**src/verilog/acs_regs.svh**
```systemverilog
// register map, field positions and reset values of the converter control
`ifndef ACS_REGS_SVH
`define ACS_REGS_SVH

// ****************************************
// widths
// ****************************************
`define ACS_ADDR_W     4
`define ACS_DATA_W     8
`define ACS_RES_W      12
`define ACS_CH_W       5
`define ACS_IRQ_W      2

// ****************************************
// register offsets
// ****************************************
`define ACS_OFF_SC1    4'h0
`define ACS_OFF_SC2    4'h1
`define ACS_OFF_RESH   4'h2
`define ACS_OFF_RESL   4'h3
`define ACS_OFF_CVH    4'h4
`define ACS_OFF_CVL    4'h5
`define ACS_OFF_CFG    4'h6
`define ACS_OFF_ISTAT  4'h7
`define ACS_OFF_IMASK  4'h8

// ****************************************
// field positions
// ****************************************
`define ACS_SC1_DONE   7
`define ACS_SC1_IE     6
`define ACS_SC1_CONT   5
`define ACS_SC2_ACT    7
`define ACS_SC2_TRIG   6
`define ACS_SC2_CMPEN  5
`define ACS_SC2_GTE    4
`define ACS_CFG_MODE_H 3
`define ACS_CFG_MODE_L 2
`define ACS_IRQ_DONE   0
`define ACS_IRQ_LOST   1

// ****************************************
// reset values and codes
// ****************************************
`define ACS_SC1_RST    8'h1f
`define ACS_SC2_RST    8'h00
`define ACS_CFG_RST    8'h00
`define ACS_CH_OFF     5'h1f
`define ACS_CH_RSVD    5'h1c
`define ACS_CH_REFH    5'h1d
`define ACS_CH_REFL    5'h1e
`define ACS_MODE_8     2'h0
`define ACS_MODE_12    2'h1
`define ACS_MODE_10    2'h2

`endif

```
**src/verilog/acs_pkg.sv**
```systemverilog
// types shared by the converter control block
`include "acs_regs.svh"
package acs_pkg;
    // one-hot controller states
    typedef enum logic [1:0] {
        ST_IDLE = 2'b01,
        ST_CONV = 2'b10
    } acs_state_t;

    // request to the analog core
    typedef struct packed {
        logic                   start;
        logic                   abort;
        logic                   power;
        logic [`ACS_CH_W-1:0]   channel;
        logic [1:0]             mode;
    } acs_core_req_t;

    // answer of the analog core
    typedef struct packed {
        logic                   done;
        logic [`ACS_RES_W-1:0]  result;
    } acs_core_rsp_t;
endpackage

```
**src/verilog/acs_top.sv**
```systemverilog
// conversion control and status logic of the successive approximation converter
// ****************************************
// Overview of operation
// control write aborts and restarts conversion
// compare off: done flag every conversion
// compare on: flag only when true
// control write or low read clears flag
// done interrupt only while enable set
// single mode: one conversion per start
// continuous mode: back-to-back after start
// five-bit channel select field coding
// all-ones channel powers off, no extra
// single conversion end enters low power
// software writes zero to reserved bits
// active flag tracks conversion in progress
// trigger select: software or hardware
// compare enable bit gates compare
// direction: less-than or greater-equal
// mode field selects 8/12/10 bits
// high read locks result until low; the code does not lock in 8-bit mode
// compare stores result minus compare
// trigger synchronised, edge is one start
// ****************************************
`include "acs_regs.svh"
module acs_top
    import acs_pkg::*;
(
    input  wire logic                   CLK_I,
    input  wire logic                   ARST_N_I,
    input  wire logic [`ACS_ADDR_W-1:0] BUS_ADDR_I,
    input  wire logic [`ACS_DATA_W-1:0] BUS_WDATA_I,
    input  wire logic                   BUS_WR_I,
    input  wire logic                   BUS_RD_I,
    output logic      [`ACS_DATA_W-1:0] BUS_RDATA_O,
    input  wire logic                   HARDWARE_TRIGGER_IN_I,
    output acs_core_req_t               CORE_REQ_O,
    input  wire acs_core_rsp_t          CORE_RSP_I,
    output logic                        DONE_IRQ_O,
    output logic                        IRQ_O
);

    // ****************************************
    // reset release
    // ****************************************
    logic rst_meta_reg;     // first reset stage
    logic rst_n;            // released reset copy
    // reset enters asynchronously, leaves in step with the clock
    always_ff @(posedge CLK_I or negedge ARST_N_I) begin
        if (!ARST_N_I) begin
            rst_meta_reg <= 1'b0;
            rst_n        <= 1'b0;
        end else begin
            rst_meta_reg <= 1'b1;
            rst_n        <= rst_meta_reg;
        end
    end

    // ****************************************
    // functions
    // ****************************************
    // keep only the bits that the mode produces
    function automatic logic [`ACS_RES_W-1:0] res_mask(
        input logic [1:0]            mode,
        input logic [`ACS_RES_W-1:0] v
    );
        logic [`ACS_RES_W-1:0] m;
        m = v;
        case (mode)
            `ACS_MODE_8:  m = {4'h0, v[7:0]};
            `ACS_MODE_10: m = {2'h0, v[9:0]};
            `ACS_MODE_12: m = v;
            default:      m = v; // reserved code acts as 12 bits
        endcase
        return m;
    endfunction

    // ****************************************
    // register storage
    // ****************************************
    logic                  done_flag_reg;  // conversion_done_flag
    logic                  irq_en_reg;     // done_irq_enable
    logic                  cont_reg;       // continuous_enable
    logic [`ACS_CH_W-1:0]  chan_reg;       // channel_select
    logic                  trig_hw_reg;    // trigger_select
    logic                  cmp_en_reg;     // compare_enable
    logic                  cmp_gte_reg;    // compare_greater_equal
    logic [3:0]            cvh_reg;        // compare value high
    logic [7:0]            cvl_reg;        // compare value low
    logic [`ACS_DATA_W-1:0] cfg_reg;       // configuration
    logic [`ACS_RES_W-1:0] result_reg;     // stored result
    logic                  lock_reg;       // high read interlock
    logic [`ACS_IRQ_W-1:0] istat_reg;      // sticky events
    logic [`ACS_IRQ_W-1:0] imask_reg;      // event mask
    acs_state_t            state_reg;      // controller state
    logic                  start_reg;      // start pulse out
    logic                  abort_reg;      // abort pulse out

    // ****************************************
    // bus decode
    // ****************************************
    logic wr_sc1;      // write to first control
    logic wr_sc2;      // write to second control
    logic rd_resh;     // read of result high
    logic rd_resl;     // read of result low
    logic [1:0] mode;  // resolution select
    assign wr_sc1  = BUS_WR_I && (BUS_ADDR_I == `ACS_OFF_SC1);
    assign wr_sc2  = BUS_WR_I && (BUS_ADDR_I == `ACS_OFF_SC2);
    assign rd_resh = BUS_RD_I && (BUS_ADDR_I == `ACS_OFF_RESH);
    assign rd_resl = BUS_RD_I && (BUS_ADDR_I == `ACS_OFF_RESL);
    assign mode    = cfg_reg[`ACS_CFG_MODE_H:`ACS_CFG_MODE_L];

    // ****************************************
    // hardware trigger synchroniser
    // ****************************************
    logic trig_s1_reg;   // metastable stage, seen only by s2
    logic trig_s2_reg;   // second stage
    logic trig_s3_reg;   // third stage
    logic trig_lvl_reg;  // agreed level
    logic trig_prv_reg;  // level one cycle ago
    logic hw_edge;       // new assertion
    // level only moves when two stages agree, filtering a glitch
    always_ff @(posedge CLK_I or negedge rst_n) begin
        if (!rst_n) begin
            trig_s1_reg  <= 1'b0;
            trig_s2_reg  <= 1'b0;
            trig_s3_reg  <= 1'b0;
            trig_lvl_reg <= 1'b0;
            trig_prv_reg <= 1'b0;
        end else begin
            trig_s1_reg  <= HARDWARE_TRIGGER_IN_I;
            trig_s2_reg  <= trig_s1_reg;
            trig_s3_reg  <= trig_s2_reg;
            if (trig_s2_reg == trig_s3_reg) begin
                trig_lvl_reg <= trig_s2_reg;
            end
            trig_prv_reg <= trig_lvl_reg;
        end
    end
    assign hw_edge = trig_lvl_reg && !trig_prv_reg;
    // ****************************************
    // start and completion events
    // ****************************************
    logic        new_off;   // written channel is off code
    logic        sw_start;  // software start
    logic        hw_start;  // accepted hardware start
    logic        done_evt;  // conversion finished, not aborted
    logic        chain;     // continuous restart
    logic        start_now; // any start this cycle
    logic [`ACS_RES_W-1:0] res_m;   // masked result
    logic [`ACS_RES_W-1:0] cv_m;    // masked compare value
    logic [`ACS_RES_W-1:0] diff_m;  // result plus negated value
    logic        cmp_true;  // compare condition met
    logic        keep;      // result counts
    logic        flag_set;  // done flag rises
    logic        lost;      // result dropped by lock
    assign new_off  = (BUS_WDATA_I[`ACS_CH_W-1:0] == `ACS_CH_OFF);
    // software trigger only starts when trigger select is zero
    assign sw_start = wr_sc1 && !new_off && !trig_hw_reg;
    // hardware starts wait for idle; a trigger mid-conversion is dropped
    assign hw_start = hw_edge && trig_hw_reg && !wr_sc1
                   && (chan_reg != `ACS_CH_OFF)
                   && (state_reg == ST_IDLE);
    // a write in the finishing cycle wins: that result is discarded
    assign done_evt = (state_reg == ST_CONV) && CORE_RSP_I.done && !wr_sc1;
    assign chain    = done_evt && cont_reg;
    assign start_now = sw_start || hw_start || chain;
    assign res_m    = res_mask(mode, CORE_RSP_I.result);
    assign cv_m     = res_mask(mode, {cvh_reg, cvl_reg});
    assign diff_m   = res_mask(mode, CORE_RSP_I.result + ~cv_m + 12'h001);
    assign cmp_true = cmp_gte_reg ? (res_m >= cv_m) : (res_m < cv_m);
    assign keep     = !cmp_en_reg || cmp_true;
    assign flag_set = done_evt && keep;
    assign lost     = flag_set && lock_reg;

    // ****************************************
    // controller state
    // ****************************************
    // state updates with the pulses to the core
    always_ff @(posedge CLK_I or negedge rst_n) begin
        if (!rst_n) begin
            state_reg <= ST_IDLE;
            start_reg <= 1'b0;
            abort_reg <= 1'b0;
        end else begin
            start_reg <= start_now;
            // a write to the first control during a conversion stops the core
            abort_reg <= wr_sc1 && (state_reg == ST_CONV);
            case (state_reg)
                ST_IDLE: begin
                    if (sw_start || hw_start) begin
                        state_reg <= ST_CONV;
                    end
                end
                ST_CONV: begin
                    if (wr_sc1) begin
                        // off code ends without a further conversion
                        state_reg <= sw_start ? ST_CONV : ST_IDLE;
                    end else if (done_evt && !chain) begin
                        state_reg <= ST_IDLE;
                    end
                end
                default: state_reg <= ST_IDLE;
            endcase
        end
    end

    // ****************************************
    // control registers
    // ****************************************
    // first control: fields written as a whole byte
    always_ff @(posedge CLK_I or negedge rst_n) begin
        if (!rst_n) begin
            irq_en_reg <= 1'(`ACS_SC1_RST >> `ACS_SC1_IE);
            cont_reg   <= 1'(`ACS_SC1_RST >> `ACS_SC1_CONT);
            chan_reg   <= 5'(`ACS_SC1_RST);
        end else if (wr_sc1) begin
            irq_en_reg <= BUS_WDATA_I[`ACS_SC1_IE];
            cont_reg   <= BUS_WDATA_I[`ACS_SC1_CONT];
            chan_reg   <= BUS_WDATA_I[`ACS_CH_W-1:0];
        end
    end
    // second control: low four bits are not stored
    always_ff @(posedge CLK_I or negedge rst_n) begin
        if (!rst_n) begin
            trig_hw_reg <= 1'(`ACS_SC2_RST >> `ACS_SC2_TRIG);
            cmp_en_reg  <= 1'(`ACS_SC2_RST >> `ACS_SC2_CMPEN);
            cmp_gte_reg <= 1'(`ACS_SC2_RST >> `ACS_SC2_GTE);
        end else if (wr_sc2) begin
            trig_hw_reg <= BUS_WDATA_I[`ACS_SC2_TRIG];
            cmp_en_reg  <= BUS_WDATA_I[`ACS_SC2_CMPEN];
            cmp_gte_reg <= BUS_WDATA_I[`ACS_SC2_GTE];
        end
    end
    // compare value and configuration
    always_ff @(posedge CLK_I or negedge rst_n) begin
        if (!rst_n) begin
            cvh_reg <= 4'h0;
            cvl_reg <= 8'h00;
            cfg_reg <= `ACS_CFG_RST;
        end else if (BUS_WR_I) begin
            if (BUS_ADDR_I == `ACS_OFF_CVH) begin
                cvh_reg <= BUS_WDATA_I[3:0];
            end
            if (BUS_ADDR_I == `ACS_OFF_CVL) begin
                cvl_reg <= BUS_WDATA_I;
            end
            if (BUS_ADDR_I == `ACS_OFF_CFG) begin
                cfg_reg <= BUS_WDATA_I;
            end
        end
    end

    // ****************************************
    // done flag, result and interlock
    // ****************************************
    // a rising flag beats a clearing low read in the same cycle
    always_ff @(posedge CLK_I or negedge rst_n) begin
        if (!rst_n) begin
            done_flag_reg <= 1'b0;
        end else if (flag_set) begin
            done_flag_reg <= 1'b1;
        end else if (wr_sc1 || rd_resl) begin
            done_flag_reg <= 1'b0;
        end
    end

    // result loads only when counted and not locked
    always_ff @(posedge CLK_I or negedge rst_n) begin
        if (!rst_n) begin
            result_reg <= '0;
        end else if (flag_set && !lock_reg) begin
            result_reg <= cmp_en_reg ? diff_m : res_m;
        end
    end

    // a high read outside 8-bit mode freezes the pair until the low byte is taken
    always_ff @(posedge CLK_I or negedge rst_n) begin
        if (!rst_n) begin
            lock_reg <= 1'b0;
        end else if (rd_resh && (mode != `ACS_MODE_8)) begin
            lock_reg <= 1'b1;
        end else if (rd_resl) begin
            lock_reg <= 1'b0;
        end
    end

    // ****************************************
    // interrupts
    // ****************************************
    logic [`ACS_IRQ_W-1:0] ievt;  // events this cycle
    assign ievt[`ACS_IRQ_DONE] = flag_set && irq_en_reg;
    assign ievt[`ACS_IRQ_LOST] = lost;
    // write one clears, but a new event in that cycle stays set
    always_ff @(posedge CLK_I or negedge rst_n) begin
        if (!rst_n) begin
            istat_reg <= '0;
            imask_reg <= '0;
        end else begin
            if (BUS_WR_I && (BUS_ADDR_I == `ACS_OFF_ISTAT)) begin
                istat_reg <= (istat_reg & ~BUS_WDATA_I[`ACS_IRQ_W-1:0]) | ievt;
            end else begin
                istat_reg <= istat_reg | ievt;
            end
            if (BUS_WR_I && (BUS_ADDR_I == `ACS_OFF_IMASK)) begin
                imask_reg <= BUS_WDATA_I[`ACS_IRQ_W-1:0];
            end
        end
    end
    assign DONE_IRQ_O = done_flag_reg && irq_en_reg;
    assign IRQ_O      = |(istat_reg & imask_reg);

    // ****************************************
    // read port
    // ****************************************
    // data stand one cycle after the strobe; unmapped reads zero
    always_ff @(posedge CLK_I or negedge rst_n) begin
        if (!rst_n) begin
            BUS_RDATA_O <= '0;
        end else if (BUS_RD_I) begin
            case (BUS_ADDR_I)
                `ACS_OFF_SC1:   BUS_RDATA_O <= {done_flag_reg, irq_en_reg,
                                               cont_reg, chan_reg};
                // reserved low bits always read zero
                `ACS_OFF_SC2:   BUS_RDATA_O <= {state_reg == ST_CONV,
                                               trig_hw_reg, cmp_en_reg,
                                               cmp_gte_reg, 4'h0};
                `ACS_OFF_RESH:  BUS_RDATA_O <= {4'h0, result_reg[11:8]};
                `ACS_OFF_RESL:  BUS_RDATA_O <= result_reg[7:0];
                `ACS_OFF_CVH:   BUS_RDATA_O <= {4'h0, cvh_reg};
                `ACS_OFF_CVL:   BUS_RDATA_O <= cvl_reg;
                `ACS_OFF_CFG:   BUS_RDATA_O <= cfg_reg;
                `ACS_OFF_ISTAT: BUS_RDATA_O <= {6'h00, istat_reg};
                `ACS_OFF_IMASK: BUS_RDATA_O <= {6'h00, imask_reg};
                default:        BUS_RDATA_O <= '0;
            endcase
        end else begin
            BUS_RDATA_O <= '0;
        end
    end

    // ****************************************
    // core request
    // ****************************************
    // core is powered only while converting
    always_comb begin
        CORE_REQ_O.start   = start_reg;
        CORE_REQ_O.abort   = abort_reg;
        CORE_REQ_O.power   = (state_reg == ST_CONV);
        CORE_REQ_O.channel = chan_reg;
        CORE_REQ_O.mode    = mode;
    end
endmodule

```
**config.mk**
```make
export PLATFORM = sky130hd
export DESIGN_NAME = acs_top
export DESIGN_NICKNAME = d
export VERILOG_FILES = /design/src/verilog/acs_pkg.sv /design/src/verilog/acs_top.sv
export VERILOG_INCLUDE_DIRS = /design/src /design/src/verilog
export SDC_FILE = /design/constraint.sdc
export NUM_CORES = 1
export LEC_CHECK = 0
export BUFFER_PORTS_ARGS = -buffer_cell sky130_fd_sc_hd__buf_2
export CAP_MARGIN = 20
export CORE_MARGIN = 1
export CORE_UTILIZATION = 52
export DETAILED_ROUTE_END_ITERATION = 8
export MAX_ROUTING_LAYER = met4
export PLACE_DENSITY = 0.73
export SYNTH_ARGS = -nofsm -noshare
export SYNTH_HDL_FRONTEND = slang
export SYNTH_SLANG_ARGS = --single-unit
```
**constraint.sdc**
```tcl
create_clock -name CLK_I -period 2.2 [get_ports CLK_I]
set_clock_uncertainty 0.2 [all_clocks]
set_input_delay 0.11 -clock CLK_I [delete_from_list [all_inputs] [get_ports CLK_I]]
set_output_delay 0.11 -clock CLK_I [all_outputs]
set_load 0.02 [all_outputs]
```
; Word level (Yosys, flattened, before mapping)
; Cells that the tools add are included.
[classes]
n_addsub = 2
multipliers = 0
div_mod_pow = 0
n_lt_le_gt_ge = 2
n_eq_ne = 16
n_shift = 0
n_mux = 17
bitwise_logic = 6
reduce_logical = 45
[ops]
columns = op, count
row1 = $pmux W12 S2, 3
row2 = $pmux W8 S9, 1
row3 = $logic_and A1 B1 Y1, 24
row4 = $eq A4 B3 Y1 const B, 4
row5 = $add A12 B1 Y12 const B, 1
row6 = $add A12 B12 Y12, 1
row7 = $ge A12 B12 Y1, 1
row8 = $lt A12 B12 Y1, 1
row9 = $mux W12, 1
row10 = $not A12 Y12, 1
row11 = $mux W2, 5
row12 = $eq A4 B2 Y1 const B, 2
row13 = $mux W8, 1
row14 = $reduce_and A2 Y1, 4
row15 = $logic_not A1 Y1, 7
row16 = $reduce_bool A2 Y1, 3
row17 = $eq A5 B5 Y1 const B, 1
row18 = $mux W1, 5
row19 = $ne A5 B5 Y1 const B, 1
row20 = $and A2 B2 Y2, 2
row21 = $eq A2 B2 Y1 const B, 2
row22 = $eq A4 B1 Y1 const B, 1
row23 = $eq A4 B4 Y1 const B, 1
row24 = $logic_not A4 Y1, 1
row25 = 10 further kinds, 14
[totals]
regBits = 67
latch_bits = 0
ram_bits = 0
mem_bits_ro = 0
in_bits = 30
word_cells = 113
mem_count = 0

; Depth between registers and ports, before layout
[logic_depth]
ltp_word = 10
mapped_depth = 11

; Worst setup path after synthesis
; OpenSTA, ideal clock, no wires.
[synth_timing]
path_kind = register to register
from = register cvl_reg[0]
to = register result_reg[0]
setup_time_ps = 125
arrival_ps = 2445
setup_slack_ps = -571
path_stages_with_launch = 11
path_buffers = 1
path_cell_list = dfrtp_1 -> ha_1 -> fa_1 -> nand2b_1 -> a211oi_1 -> a211o_1 -> a21oi_1 -> o311a_4 -> nand2b_4 -> buf_12 -> mux2_4
[synth_between]
elab_chain_len = 6
word_cells_on_any_way = 12
classes_between = add/sub (2) / order compare (2) / mux (4) / bitwise (1) / reduce/logical (3)
[synth_rtl]
columns = item, line_no
row1 = start: declaration, acs_top.sv:88  ; logic [7:0] cvl_reg;
row2 = start signal: assignment, acs_top.sv:238  ; cvl_reg <= 8'h00;
row3 = start signal: assignment, acs_top.sv:245  ; cvl_reg <= BUS_WDATA_I;
row4 = $pmux W12 S2 (*), acs_top.sv:68  ; case (mode)
row5 = "$not A12 Y12, or another cell as far along", acs_top.sv:169  ; assign diff_m = res_mask(mode, CORE_RSP_I.result + ~cv_m + 12'h001);
row6 = $add A12 B12 Y12 or $mux W1 (tied branches), "acs_top.sv:169, acs_top.sv:170"
row7 = $add A12 B1 Y12 or $logic_or A1 B1 Y1 (tied branches), "acs_top.sv:169, acs_top.sv:171"
row8 = $pmux W12 S2 or $logic_and A1 B1 Y1 (tied branches), "acs_top.sv:68, acs_top.sv:172"
row9 = $mux W12 or $logic_and A1 B1 Y1 (tied branches), "acs_top.sv:272, acs_top.sv:271"
row10 = end signal: assignment, acs_top.sv:272  ; result_reg <= cmp_en_reg ? diff_m : res_m;
row11 = end: declaration, acs_top.sv:90  ; logic [`ACS_RES_W-1:0] result_reg;
; Mark *: on every way between the ends. The rest lies on a longest branch, timed or not.
; A chain may end at the register's enable or synchronous reset.

; Final worst setup path
[layout_timing]
from = register cvl_reg[0]
to = register result_reg[7]
; Same word-level chain as after synthesis.

==> impl_metrics.py <==
metrics = {
    "floorplanning": {
        "pin_count": 50,
        "core-area_mm2": 0.00721,
        "die_x_um": 88.4,
        "die-area_mm2": 0.00781,
        "rows": 31,
        "initial_core_util": 0.538,
        "fp.dieH_um": 88.4,
    },
    "synthesis": {
        "synth_cell_types": 63,
        "synth_area_mm2": 0.00388,
        "syn-num-nets": 416,
        "avgSynthCellArea_um2": 10.5,
        "synthDominantCellAreaShare": 0.393,
        "yosysMostFrequentCell": "dfrtp_1",
        "synth-seq-cells": 67,
        "netlist_top_cells_count": "dfrtp_1 (61), nand2_1 (51), mux2_2 (35), a21oi_1 (22), nor2_1 (22)",
        "synth_edf_count": 0,
        "synth_flop_cell": "dfrtp_1",
        "async_flop_share": 1.00,
        "ys_warn_count": 0,
        "yosysSeqAreaShare": 0.434,
        "synth_area_leader_cell": "dfrtp_1",
        "netlist_top_cells_area": "dfrtp_1 (39%), mux2_2 (10%), nand2_1 (4.9%)",
        "synth_cells": 370,
    },
    "power_and_ir_drop": {
        "leakage_nw": 2.52,
        "vdd_drop_max_uv": 616,
        "power.total_mw": 4.85,
        "power.density_mw_per_mm2": 948,
    },
    "cells_and_area": {
        "largest_reg_flops": 12,
        "seqCellArea_mm2": 0.00169,
        "fillers": 561,
        "layout-drive-gt1-share": 0.411,
        "multi_input_area_mm2": 0.00211,
        "area_growth_pct": 31.9,
        "antenna_cells": 0,
        "utilization": 0.709,
        "nets": 540,
    },
    "route": {
        "first_iter_violations": 261,
        "dr_total_vias": 3326,
        "ant_nets": 0,
        "drc_errors": 0,
        "firstDrtPassIters": 5,
        "viasPerCell": 5.56,
        "wl_per_cell_um": 17.2,
        "wirelength_mm": 10.3,
    },
    "timing": {
        "setup_slack_ps": -532,
        "max_slew_margin": 0.635,
        "fmax_ghz": 0.366,
        "fin_crit_ps": 2730,
        "whs_ps": 23.6,
        "setup_viol": 15,
        "tightest_slew_ps": 547,
        "fin_crit_sh": 1.24,
        "rsz0062_at_grt": "true",
        "hold_violations": 0,
        "drv_slew": 0,
    },
    "global_routing": {
        "overflow": 0,
        "grt_max_degree": 43,
        "track_usage": 0.291,
        "grt_pass1_wl_mm": 16.3,
        "first_global_vias": 3320,
        "antenna_found_initial": 0,
    },
    "clock_tree": {
        "htree_levels": 3,
        "clock_sinks": 67,
        "ctsRootBufferMaster": "clkbuf_8",
        "cts.clk_slew.worst_paths_ps": 70,
        "clk_latency_ps": 340,
        "clockBufferDepth": 2,
        "cts_made_buffers": 9,
        "cts_tree": "done",
    },
    "worst_setup_path": {
        "critPathMostFrequentCell": "nand2b_4",
        "startpoint_type": "flip-flop",
        "cp_cell_sequence": "ha_2 -> fa_2 -> nand2b_4 -> a211oi_2 -> a211o_1 -> a21oi_2 -> o311a_4 -> nand2b_4 -> mux2_4",
        "critical_path_arrival_ps": 2750,
        "r2r-start": "cvl_reg[0]$_DFFE_PN0P_",
        "crit_fanout": 6,
        "required_ps": 2220,
        "slowest_stage": "dfrtp_1",
        "cp-startpoint": "cvl_reg[0]$_DFFE_PN0P_",
        "slowest_delay_ps": 390,
        "setup.worst_path.class": "flip-flop to flip-flop",
        "cp-end-kind": "flip-flop",
    },
    "worst_hold_path": {
        "min-delay-path-class": "input pin to flip-flop",
        "hp-start": "BUS_ADDR_I[2]",
    },
    "flow_run": {
        "maxCapViolCount": 0,
    },
    "place": {
        "pre_cts_ws_ps": -596,
        "dpl.hpwl_mm": 7.55,
        "io_buffers": 49,
        "gp_congestion": 0.892,
    },
    "outcome": {
        "violations": "negative setup slack",
        "status": "complete, but fails checks",
    },
}
[critical path: cells and delay by family (launching register included)]
family,cells,cell delay (ps)
AOI/OAI and AO/OA,4,850
adders and majority gates,2,530
DFF,1,390
muxes,1,320
and+or+nand+nor,2,320
[metrics by stage]
step / TNS [ps] / cell area (um^2) / std cells
after floorplan: -6220 / 3920 / 370
final: -7500 / 5120 / 598
after CTS: -7330 / 5060 / 597
after detailed placement: -7990 / 4650 / 561
after global routing: -8610 / 5120 / 598
after global placement: -6520 / 4650 / 561
[where the power goes]
part           switching, mW  total [mW]  internal [mW]
sequential             0.261        1.82           1.55
combinational          0.917        1.98           1.06
clock                  0.440        1.06          0.619
total                   1.62        4.85           3.23
[logic make-up (layout without fill, tap and decap cells)]
logic type	after synthesis	in the layout	synth area share
mux	57	57	0.171
fa+ha+maj	18	18	0.0587
compound gates	73	73	0.137
buf+inv	38	166	0.0487
xor+xnor	11	11	0.0248
other cells	1	1	0.000967
flops	67	67	0.434
simple gates	105	106	0.124
[cells in the final DEF (no fill, tap or decap), drive strengths merged, types with 4 or more instances in the layout]
cell type	count
a22o	4
dfrtp	61
ha	15
and3	7
mux2	45
nor2	22
nand2	51
xnor2	5
xor2	6
clkbuf	15
dfstp	6
buf	113
o21ai	8
a222oi	5
dlygate4sd3	18
nand2b	4
mux2i	12
nand3	6
a21o	4
a21oi	23
inv	19
a22oi	5
[final timing paths]
check | cells after the start | endpoint | slack (ps)
max in group asynchronous | 1 | chan_reg[4]$_DFFE_PN1P_ | 1080
min in group asynchronous | 0 | trig_lvl_reg$_DFFE_PN0N_ | 50
worst min-delay path | 4 | BUS_RDATA_O[2]$_DFF_PN0_ | 20
worst max-delay path | 9 | result_reg[7]$_DFFE_PN0P_ | -530
worst min register to register | 0 | trig_lvl_reg$_DFFE_PN0N_ | 50
worst max register to register | 9 | result_reg[7]$_DFFE_PN0P_ | -530
[per-layer routing]
metal	vias up	wire length (um)	global-route usage
met5	-	0	-
met4	0	195	0.0850
met3	20	580	0.0541
met2	126	5040	0.468
met1	1615	4480	0.376
li1	1565	-	-
[final cells by class]
| cell class | instances | area share |
|---|---|---|
| Clock buffer | 15 | 0.0345 |
| Inverter | 19 | 0.0139 |
| Timing Repair Buffer | 131 | 0.179 |
| Tap cell | 99 | 0.0242 |
| Clock inverter | 1 | 0.00587 |
| Multi-Input combinational cell | 266 | 0.413 |
| Sequential cell | 67 | 0.329 |
[what timing repair did]
action                                  4_1_cts  5_1_grt
setup buffers                                 1        1
endpoints found under the setup margin       15       15
resized for setup                             1       12
hold buffers                                 18        0
pin swaps                                     0        6
hold endpoints to repair                     45        0
cloned                                        1        0
Note: power is estimated with default switching activity, not from simulation.
